### src/rtl/smsp_pkg.sv
package smsp_pkg;
  localparam logic [7:0]  IDLE_BYTE      = 8'hff;
  localparam logic [5:0]  FF_SUSPEND_CNT = 6'h32;
  localparam logic [2:0]  LAST_BIT       = 3'h7;
  localparam logic [2:0]  FIRST_BIT      = 3'h0;
  localparam int          TX_BUF_DEPTH   = 2;
  localparam int          RX_BUF_DEPTH   = 2;
  localparam int          BYTE_W         = 8;
  localparam int          THR_W          = 12;
  localparam int          QCNT_W         = 13;
  localparam int          PIN_W          = 4;
  localparam int          PIN_NUM        = 16;
  localparam logic [3:0]  PIN_LIMIT      = 4'hc;
  localparam logic [12:0] EXT_IDLE_BYTES = 13'h1000;
  localparam int          CLK_HZ         = 20000000;
  localparam int          TIMEOUT_MS     = 2000;
  localparam int          TIMEOUT_CYCLES = TIMEOUT_MS * (CLK_HZ / 1000);
  localparam int          TMO_W          = 26;
  localparam int          SYNC_W         = 5;
  localparam logic [4:0]  SYNC_RST       = 5'h1f;
  localparam logic [11:0] THR_RST        = 12'h000;
  localparam logic [3:0]  PIN_RST        = 4'h0;
  typedef enum logic {SMSP_IDLE, SMSP_XFER} smsp_state_t;
endpackage

### src/rtl/smsp_buf.sv
`timescale 1ns/1ps
`default_nettype none
module smsp_buf #(
  parameter int WIDTH = 8,
  parameter int DEPTH = 2
) (
  input  wire logic             sys_clk,
  input  wire logic             sys_rst,
  input  wire logic             in_valid,
  output logic                  in_ready,
  input  wire logic [WIDTH-1:0] in_data,
  output logic                  out_valid,
  input  wire logic             out_ready,
  output logic      [WIDTH-1:0] out_data
);
  localparam int AW = (DEPTH > 1) ? $clog2(DEPTH) : 1;
  logic [WIDTH-1:0] mem_r [DEPTH];
  logic [AW-1:0]    wp_r;
  logic [AW-1:0]    wp_nxt;
  logic [AW-1:0]    rp_r;
  logic [AW-1:0]    rp_nxt;
  logic [AW:0]      cnt_r;
  logic [AW:0]      cnt_nxt;
  logic             push;
  logic             pop;

  always_comb begin
    in_ready  = cnt_r != (AW+1)'(DEPTH);
    out_valid = cnt_r != '0;
    out_data  = mem_r[rp_r];
    push      = in_valid & in_ready;
    pop       = out_valid & out_ready;
    wp_nxt    = push ? wp_r + 1'b1 : wp_r;
    rp_nxt    = pop ? rp_r + 1'b1 : rp_r;
    cnt_nxt   = cnt_r + {{AW{1'b0}}, push} - {{AW{1'b0}}, pop};
  end

  always_ff @(posedge sys_clk) begin
    if (sys_rst) begin
      wp_r  <= '0;
      rp_r  <= '0;
      cnt_r <= '0;
    end else begin
      wp_r  <= wp_nxt;
      rp_r  <= rp_nxt;
      cnt_r <= cnt_nxt;
    end
  end

  always_ff @(posedge sys_clk) begin
    if (push) begin
      mem_r[wp_r] <= in_data;
    end
  end
endmodule
`default_nettype wire

### src/rtl/smsp_port.sv
// Behaviour
// - select low gives SPI on the four pins; high gives UART plus I2C.
// - SPI is peripheral only; host drives clock and chip select.
// - no register mode; only the message byte stream in and out.
// - stop parsing after 50 consecutive 0xFF; resume on first other byte.
// - with nothing pending the data output sends 0xFF.
// - every byte in is exchanged with one byte out at once.
// - written bytes are only incoming protocol messages.
// - output bytes continue the queue, then 0xFF when empty.
// - indicator goes active at threshold, holds until queue drained.
// - up to 2 bytes may still wait in the transmit buffer after indicator drops.
// - indicator resets disabled; polarity and threshold configurable.
// - invalid or busy indicator pin rejects config, reads back all zero.
// - idle port after 2 s without transfers, or 4 kB in extended mode.
`timescale 1ns/1ps
`default_nettype none
module smsp_port #(
  parameter int TIMEOUT_CYCLES = smsp_pkg::TIMEOUT_CYCLES
) (
  input  wire logic        sys_clk,
  input  wire logic        sys_rst,
  input  wire logic        if_select,
  output logic             serial_data_out,
  output logic             serial_data_out_oe_n,
  input  wire logic        serial_data_in,
  input  wire logic        cs_n_sda,
  output logic             cs_n_sda_drv,
  output logic             cs_n_sda_oe_n,
  input  wire logic        sclk_scl,
  output logic             sclk_scl_drv,
  output logic             sclk_scl_oe_n,
  input  wire logic        first_uart_port_txd,
  output logic             first_uart_port_rxd,
  input  wire logic        sda_pull_low,
  output logic             sda_level,
  output logic             scl_level,
  input  wire logic        tx_valid,
  output logic             tx_ready,
  input  wire logic [7:0]  tx_data,
  output logic             rx_valid,
  input  wire logic        rx_ready,
  output logic      [7:0]  rx_data,
  output logic             rx_overrun,
  input  wire logic        rx_overrun_clr,
  output logic             parse_active,
  input  wire logic        cfg_wr,
  input  wire logic        cfg_enable,
  input  wire logic        cfg_active_high,
  input  wire logic [11:0] cfg_threshold,
  input  wire logic [3:0]  cfg_pin,
  input  wire logic [15:0] pin_busy,
  output logic             ind_enable,
  output logic             ind_active_high,
  output logic      [11:0] ind_threshold,
  output logic      [3:0]  ind_pin,
  output logic             pending_ind,
  input  wire logic [12:0] queue_count,
  input  wire logic        ext_timeout,
  output logic             port_idle
);
  // pin synchronisers: {select, data in, cs/sda, clk/scl, spare}
  logic [4:0] meta_r;
  logic [4:0] sync_r;
  logic       clk_prev_r;
  logic       spi_mode;
  logic       cs_act;
  logic       sdi_s;
  logic       spi_rise;
  logic       spi_fall;

  always_ff @(posedge sys_clk) begin
    if (sys_rst) begin
      meta_r     <= smsp_pkg::SYNC_RST;
      sync_r     <= smsp_pkg::SYNC_RST;
      clk_prev_r <= smsp_pkg::SYNC_RST[1];
    end else begin
      meta_r     <= {if_select, serial_data_in, cs_n_sda, sclk_scl, 1'b1};
      sync_r     <= meta_r;
      clk_prev_r <= sync_r[1];
    end
  end

  always_comb begin
    spi_mode = ~sync_r[4];
    sdi_s    = sync_r[3];
    cs_act   = spi_mode & ~sync_r[2];
    spi_rise = sync_r[1] & ~clk_prev_r;
    spi_fall = ~sync_r[1] & clk_prev_r;
  end

  // shared pin routing
  logic [7:0] tx_sh_r;
  always_comb begin
    if (spi_mode) begin
      serial_data_out      = tx_sh_r[7];
      serial_data_out_oe_n = ~cs_act;
      cs_n_sda_oe_n        = 1'b1;
    end else begin
      serial_data_out      = first_uart_port_txd;
      serial_data_out_oe_n = 1'b0;
      cs_n_sda_oe_n        = ~sda_pull_low;
    end
    cs_n_sda_drv        = 1'b0;
    sclk_scl_drv        = 1'b0;
    sclk_scl_oe_n       = 1'b1;
    first_uart_port_rxd = spi_mode | sdi_s;
    sda_level           = sync_r[2];
    scl_level           = sync_r[1];
  end

  // transmit buffer between software queue and shifter
  logic       txb_valid;
  logic       txb_pop;
  logic [7:0] txb_data;
  smsp_buf #(.WIDTH(smsp_pkg::BYTE_W), .DEPTH(smsp_pkg::TX_BUF_DEPTH))
    u_txb (
      .sys_clk   (sys_clk),
      .sys_rst   (sys_rst),
      .in_valid  (tx_valid),
      .in_ready  (tx_ready),
      .in_data   (tx_data),
      .out_valid (txb_valid),
      .out_ready (txb_pop),
      .out_data  (txb_data)
    );

  // byte exchange shifter
  smsp_pkg::smsp_state_t st_r;
  smsp_pkg::smsp_state_t st_nxt;
  logic [2:0] bit_cnt_r;
  logic [2:0] bit_cnt_nxt;
  logic [7:0] tx_sh_nxt;
  logic [7:0] rx_sh_r;
  logic [7:0] rx_sh_nxt;
  logic [7:0] rx_byte_r;
  logic [7:0] rx_byte_nxt;
  logic       rx_done_r;
  logic       rx_done_nxt;
  logic       do_load;
  // loaded byte came from the buffer; popped once its first bit goes out
  logic       ld_buf_r;
  logic       ld_buf_nxt;

  always_comb begin
    st_nxt      = st_r;
    bit_cnt_nxt = bit_cnt_r;
    tx_sh_nxt   = tx_sh_r;
    rx_sh_nxt   = rx_sh_r;
    rx_byte_nxt = rx_byte_r;
    rx_done_nxt = 1'b0;
    do_load     = 1'b0;
    ld_buf_nxt  = ld_buf_r;
    txb_pop     = 1'b0;
    case (st_r)
      smsp_pkg::SMSP_IDLE: begin
        bit_cnt_nxt = smsp_pkg::FIRST_BIT;
        if (cs_act) begin
          st_nxt  = smsp_pkg::SMSP_XFER;
          do_load = 1'b1;
        end
      end
      smsp_pkg::SMSP_XFER: begin
        if (!cs_act) begin
          st_nxt = smsp_pkg::SMSP_IDLE;
        end else begin
          if (spi_rise) begin
            rx_sh_nxt   = {rx_sh_r[6:0], sdi_s};
            bit_cnt_nxt = bit_cnt_r + 3'h1;
            if (bit_cnt_r == smsp_pkg::FIRST_BIT) begin
              txb_pop    = ld_buf_r;
              ld_buf_nxt = 1'b0;
            end
            if (bit_cnt_r == smsp_pkg::LAST_BIT) begin
              rx_byte_nxt = {rx_sh_r[6:0], sdi_s};
              rx_done_nxt = 1'b1;
            end
          end
          if (spi_fall) begin
            if (bit_cnt_r == smsp_pkg::FIRST_BIT) begin
              do_load = 1'b1;
            end else begin
              tx_sh_nxt = {tx_sh_r[6:0], 1'b1};
            end
          end
        end
      end
      default: st_nxt = smsp_pkg::SMSP_IDLE;
    endcase
    if (do_load) begin
      tx_sh_nxt  = txb_valid ? txb_data : smsp_pkg::IDLE_BYTE;
      ld_buf_nxt = txb_valid;
    end
  end

  always_ff @(posedge sys_clk) begin
    if (sys_rst) begin
      st_r      <= smsp_pkg::SMSP_IDLE;
      bit_cnt_r <= smsp_pkg::FIRST_BIT;
      tx_sh_r   <= smsp_pkg::IDLE_BYTE;
      rx_sh_r   <= '0;
      rx_byte_r <= '0;
      rx_done_r <= 1'b0;
      ld_buf_r  <= 1'b0;
    end else begin
      st_r      <= st_nxt;
      ld_buf_r  <= ld_buf_nxt;
      bit_cnt_r <= bit_cnt_nxt;
      tx_sh_r   <= tx_sh_nxt;
      rx_sh_r   <= rx_sh_nxt;
      rx_byte_r <= rx_byte_nxt;
      rx_done_r <= rx_done_nxt;
    end
  end

  // idle-byte filter and receive buffer
  logic [5:0] ff_cnt_r;
  logic [5:0] ff_cnt_nxt;
  logic       fwd;
  logic       rxb_ready;
  logic       ovr_r;
  logic       ovr_nxt;

  always_comb begin
    ff_cnt_nxt = ff_cnt_r;
    fwd        = 1'b0;
    if (rx_done_r) begin
      if (rx_byte_r != smsp_pkg::IDLE_BYTE) begin
        ff_cnt_nxt = '0;
        fwd        = 1'b1;
      end else if (ff_cnt_r != smsp_pkg::FF_SUSPEND_CNT) begin
        ff_cnt_nxt = ff_cnt_r + 6'h1;
        fwd        = 1'b1;
      end
    end
    parse_active = ff_cnt_r != smsp_pkg::FF_SUSPEND_CNT;
    ovr_nxt      = (ovr_r & ~rx_overrun_clr) | (fwd & ~rxb_ready);
  end

  always_ff @(posedge sys_clk) begin
    if (sys_rst) begin
      ff_cnt_r <= '0;
      ovr_r    <= 1'b0;
    end else begin
      ff_cnt_r <= ff_cnt_nxt;
      ovr_r    <= ovr_nxt;
    end
  end
  assign rx_overrun = ovr_r;

  smsp_buf #(.WIDTH(smsp_pkg::BYTE_W), .DEPTH(smsp_pkg::RX_BUF_DEPTH))
    u_rxb (
      .sys_clk   (sys_clk),
      .sys_rst   (sys_rst),
      .in_valid  (fwd),
      .in_ready  (rxb_ready),
      .in_data   (rx_byte_r),
      .out_valid (rx_valid),
      .out_ready (rx_ready),
      .out_data  (rx_data)
    );

  // pending-data indicator
  logic        en_r, en_nxt, hi_r, hi_nxt, act_r, act_nxt, pin_r, pin_nxt;
  logic [11:0] thr_r;
  logic [11:0] thr_nxt;
  logic [3:0]  sel_r;
  logic [3:0]  sel_nxt;
  logic        cfg_ok;

  always_comb begin
    en_nxt  = en_r;
    hi_nxt  = hi_r;
    thr_nxt = thr_r;
    sel_nxt = sel_r;
    cfg_ok  = (cfg_pin < smsp_pkg::PIN_LIMIT) && !pin_busy[cfg_pin];
    if (cfg_wr) begin
      en_nxt  = cfg_ok & cfg_enable;
      hi_nxt  = cfg_ok & cfg_active_high;
      thr_nxt = cfg_ok ? cfg_threshold : smsp_pkg::THR_RST;
      sel_nxt = cfg_ok ? cfg_pin : smsp_pkg::PIN_RST;
    end
    act_nxt = act_r;
    if (!en_r) begin
      act_nxt = 1'b0;
    end else if (queue_count >= {1'b0, thr_r}) begin
      act_nxt = 1'b1;
    end else if (queue_count == '0) begin
      act_nxt = 1'b0;
    end
    pin_nxt = en_r & (hi_r ? act_r : ~act_r);
  end

  always_ff @(posedge sys_clk) begin
    if (sys_rst) begin
      en_r  <= 1'b0;
      hi_r  <= 1'b0;
      thr_r <= smsp_pkg::THR_RST;
      sel_r <= smsp_pkg::PIN_RST;
      act_r <= 1'b0;
      pin_r <= 1'b0;
    end else begin
      en_r  <= en_nxt;
      hi_r  <= hi_nxt;
      thr_r <= thr_nxt;
      sel_r <= sel_nxt;
      act_r <= act_nxt;
      pin_r <= pin_nxt;
    end
  end

  always_comb begin
    ind_enable      = en_r;
    ind_active_high = hi_r;
    ind_threshold   = thr_r;
    ind_pin         = sel_r;
    pending_ind     = pin_r;
  end

  // transfer timeout
  logic [25:0] tmo_r;
  logic [25:0] tmo_nxt;
  logic        idle_r;
  logic        idle_nxt;

  always_comb begin
    tmo_nxt  = tmo_r;
    idle_nxt = idle_r;
    if (rx_done_r) begin
      tmo_nxt  = '0;
      idle_nxt = 1'b0;
    end else if (ext_timeout) begin
      tmo_nxt  = '0;
      idle_nxt = queue_count >= smsp_pkg::EXT_IDLE_BYTES;
    end else if (tmo_r == 26'(TIMEOUT_CYCLES - 1)) begin
      idle_nxt = 1'b1;
    end else begin
      tmo_nxt = tmo_r + 26'h1;
    end
  end

  always_ff @(posedge sys_clk) begin
    if (sys_rst) begin
      tmo_r  <= '0;
      idle_r <= 1'b0;
    end else begin
      tmo_r  <= tmo_nxt;
      idle_r <= idle_nxt;
    end
  end
  assign port_idle = idle_r;
endmodule
`default_nettype wire

### config.mk
export PLATFORM = sky130hd
export DESIGN_NAME = smsp_port
export DESIGN_NICKNAME = d
export VERILOG_FILES = /design/src/rtl/smsp_pkg.sv /design/src/rtl/smsp_buf.sv /design/src/rtl/smsp_port.sv
export SDC_FILE = /design/constraint.sdc
export NUM_CORES = 1
export LEC_CHECK = 0
export ABC_AREA = 1
export BUFFER_PORTS_ARGS = -buffer_cell sky130_fd_sc_hd__buf_4
export CORE_MARGIN = 10
export CORE_UTILIZATION = 60
export CTS_BUF_LIST = sky130_fd_sc_hd__clkbuf_16
export CTS_CLUSTER_DIAMETER = 50
export CTS_CLUSTER_SIZE = 10
export DETAILED_ROUTE_END_ITERATION = 8
export PLACE_DENSITY = 0.85
export SYNTH_ARGS = -nofsm -noshare
export SYNTH_HDL_FRONTEND = slang
export SYNTH_SLANG_ARGS = --single-unit
### constraint.sdc
create_clock -name sys_clk -period 3.9 [get_ports sys_clk]
set_clock_uncertainty 0.15 [all_clocks]
set_input_delay 0.78 -clock sys_clk [delete_from_list [all_inputs] [get_ports sys_clk]]
set_output_delay 0.78 -clock sys_clk [all_outputs]
set_load 0.03 [all_outputs]
==> flow_metrics.tcl <==
set metrics [dict create \
    outcome "complete, no violations" \
    layout_common_cells "nand2_1 (201), inv_1 (103), dfxtp_1 (102), buf_4 (102), a21oi_1 (75)" \
    synth_top_family_by_area "simple AND/OR/NAND/NOR gates" \
    synthDistinctLibCells 40 \
    drc 0 \
    post-cts-setup-buffer-count 0 \
    cts_tree "built" \
    worstHoldStart "meta_r[2]$_SDFF_PP1_" \
    layout-drive-gt1-share_pct 19.7 \
    cts.sinks 134 \
    clock_latency_ns 0.42 \
    cap_violations 0 \
    dr_total_vias 5431 \
    fin_tns_setup_ns 0 \
    antenna_found_initial 0 \
    portBuffers 101 \
    synth_compound_area_share_pct 9.62 \
    grt_max_degree 59 \
    p_leak_nw 3.37 \
    dieArea_sq_um 14900 \
    drt-initial-drc-count 324 \
    cp-start-kind "flip-flop" \
    slew_headroom_pct 49.5 \
    wl_um 14000 \
    multi_input_area_sq_um 2750 \
    fmax_mhz 416 \
    grt_overflow 0 \
    hold_class "flip-flop to flip-flop" \
    coreArea_sq_um 10200 \
    synth_top_area_cell "dfxtp_1" \
    synth_top_area_share_pct 32.6 \
    reg2reg_from "ff_cnt_r[0]$_SDFFE_PP0P_" \
    crit_fanout 6 \
    n_fill_cell 728 \
    drv_slew 0 \
    final_common_cell "nand2_1" \
    regToRegSetupSlack_ns 1.60 \
    cts_resized 0 \
    n_antenna_cell 0 \
    cts_root_buffer "clkbuf_16" \
    htreeDepth 4 \
    wl_per_cell_um 13.3 \
    clk_pin_slew_ns 0.06 \
    min_path_cells 1 \
    ys_seq_area_share_pct 47.9 \
    grt_pass1_wl_um 23500 \
    worst_pin_slew_ns 0.754 \
    vias_per_cell 5.16 \
    critPathArrivalTime_ns 1.48 \
    critical_path_required_ns 2.97 \
    placed_area_sq_um 7100 \
    postRouteAntennaNets 0 \
    setup.worst_path.class "flip-flop to output port" \
    ys_ff_latch 134 \
    setup_viol 0 \
    dpl.hpwl_um 10100 \
    seq_area_sq_um 3000 \
    cts_hold_buf 0 \
    syn_area_sq_um 6270 \
    fin_crit_sh_pct 61.7 \
    grt_util_all_layers_pct 19.4 \
    areaGrowthSynthToFinish_pct 24.1 \
    nets 993 \
    cts_buffers 17 \
    synth_adder_area_share_pct 4.39 \
    die-height_um 122 \
    yosys.area_share.simple_pct 26.4 \
    p_per_area_nw_per_um2 460 \
    initial_utilization_pct 61.3 \
    routabilityCongestion 0.933 \
    drtPass1Iterations 5 \
    vdd_drop_max_mv 0.304 \
    synth_warnings 0 \
    rsz0062_at_grt "no" \
    grt_pass1_vias 5224 \
    reg2reg_depth 9 \
    fin_crit_ns 2.41 \
    syn_inst 802 \
    min_to "sync_r[2]$_SDFF_PP1_" \
    io_pins 109 \
    cts_buffer_depth 2 \
    synth_mux_area_share_pct 1.62 \
    fin_util_pct 76.0 \
    row_count 37 \
    cp-end-kind "output port" \
    r2r_end "u_rxb.mem_r[0][0]$_DFFE_PP_" \
    syn_area_per_cell_sq_um 7.82 \
    die_width_um 122 \
    ys_top_cells_by_area "dfxtp_1 (33%), edfxtp_1 (15%), nand2_1 (12%)" \
    yosys.area_share.xor_xnor_pct 1.68 \
    final_area_sq_um 7780 \
    hold_slack_ns 0.257 \
    finalHoldViolCount 0 \
]
## sequential cells by signal, indices dropped and copies added, names as in the netlist, 3 cells and up, named ones only
signal / count
bit_cnt_r: 3
ff_cnt_r: 6
ind_pin: 4
ind_threshold: 12
meta_r: 4
rx_byte_r: 8
rx_sh_r: 7
sync_r: 4
tmo_r: 26
tx_sh_r: 8
u_rxb.mem_r: 16
u_txb.mem_r: 16
## cell families after synthesis
kind of cell | count (synthesis)
AND/OR/NAND/NOR | 377
flip-flops | 134
buffers and inverters | 129
AO/OA/AOI/OAI | 117
adder cells (fa/ha/maj) | 22
XOR/XNOR | 12
multiplexers | 9
other | 2
## critical path: stages, from the launching register on
cell and delay (ns):
dfxtp_1 0.42, inv_1 0.09, ha_1 0.20, nand3_1 0.07, nor2_1 0.05, inv_1 0.06
buf_4 0.16
## how the worst max path moves through the flow
stage / slack (ns) / endpoint / start
finish: 1.49 / parse_active / ff_cnt_r[0]$_SDFFE_PP0P_
global placement: 1.46 / pending_ind$_SDFF_PP0_ / sys_rst
floorplan: 1.86 / serial_data_out / first_uart_port_txd
CTS: 1.46 / rx_data[6] / flip-flop
global route: 1.38 / parse_active / ff_cnt_r[0]$_SDFFE_PP0P_
detailed placement: 1.48 / pending_ind$_SDFF_PP0_ / sys_rst
## synth_stat cells (all sizes together)
master / instances
inv: 106
nand4: 15
nor4: 1
nor3b: 2
o21ai: 32
or2: 14
dfxtp: 102
nor2: 80
ha: 22
clkinv: 2
nand2: 211
nand3b: 2
clkbuf: 14
o21a: 2
a31oi: 5
xor2: 10
nor3: 7
a211oi: 1
conb: 2
o22ai: 1
buf: 7
o21bai: 1
xnor2: 2
mux2: 9
nand3: 45
a21oi: 75
edfxtp: 32
## routing by layer
layer / up-vias / GRT usage (%) / share of wire [%]
li1: 2791 / - / -
met1: 2436 / 21.8 / 41
met2: 179 / 31.3 / 47
met3: 25 / 8.68 / 9.4
met4: 0 / 8.62 / 2.4
met5: - / 0 / 0
## power breakdown
| part | leakage (nW) | internal (W) | total, W | switching, W |
|---|---|---|---|---|
| sequential | 1.12 | 0.00146 | 0.00148 | 0.0000218 |
| combinational | 1.92 | 0.000121 | 0.000288 | 0.000167 |
| clock | 0.328 | 0.00121 | 0.00181 | 0.000608 |
## final cells by class
cell class	count	share of cell area, %
sequential	134	38.6
timing repair buffer	102	9.85
clock buffer	17	5.47
tap	136	2.19
clock inverter	15	3.22
multi-input combinational	540	35.4
inverter	108	5.25
## through the flow
stage               power, W  setup WS [ns]  std cells
global route         0.00370           1.38       1052
CTS                  0.00360           1.46       1052
global placement     0.00179           1.46       1020
finish               0.00358           1.49       1052
detailed placement   0.00179           1.48       1020
floorplan            0.00168           1.86        803
(Power assumes the default switching activity.)
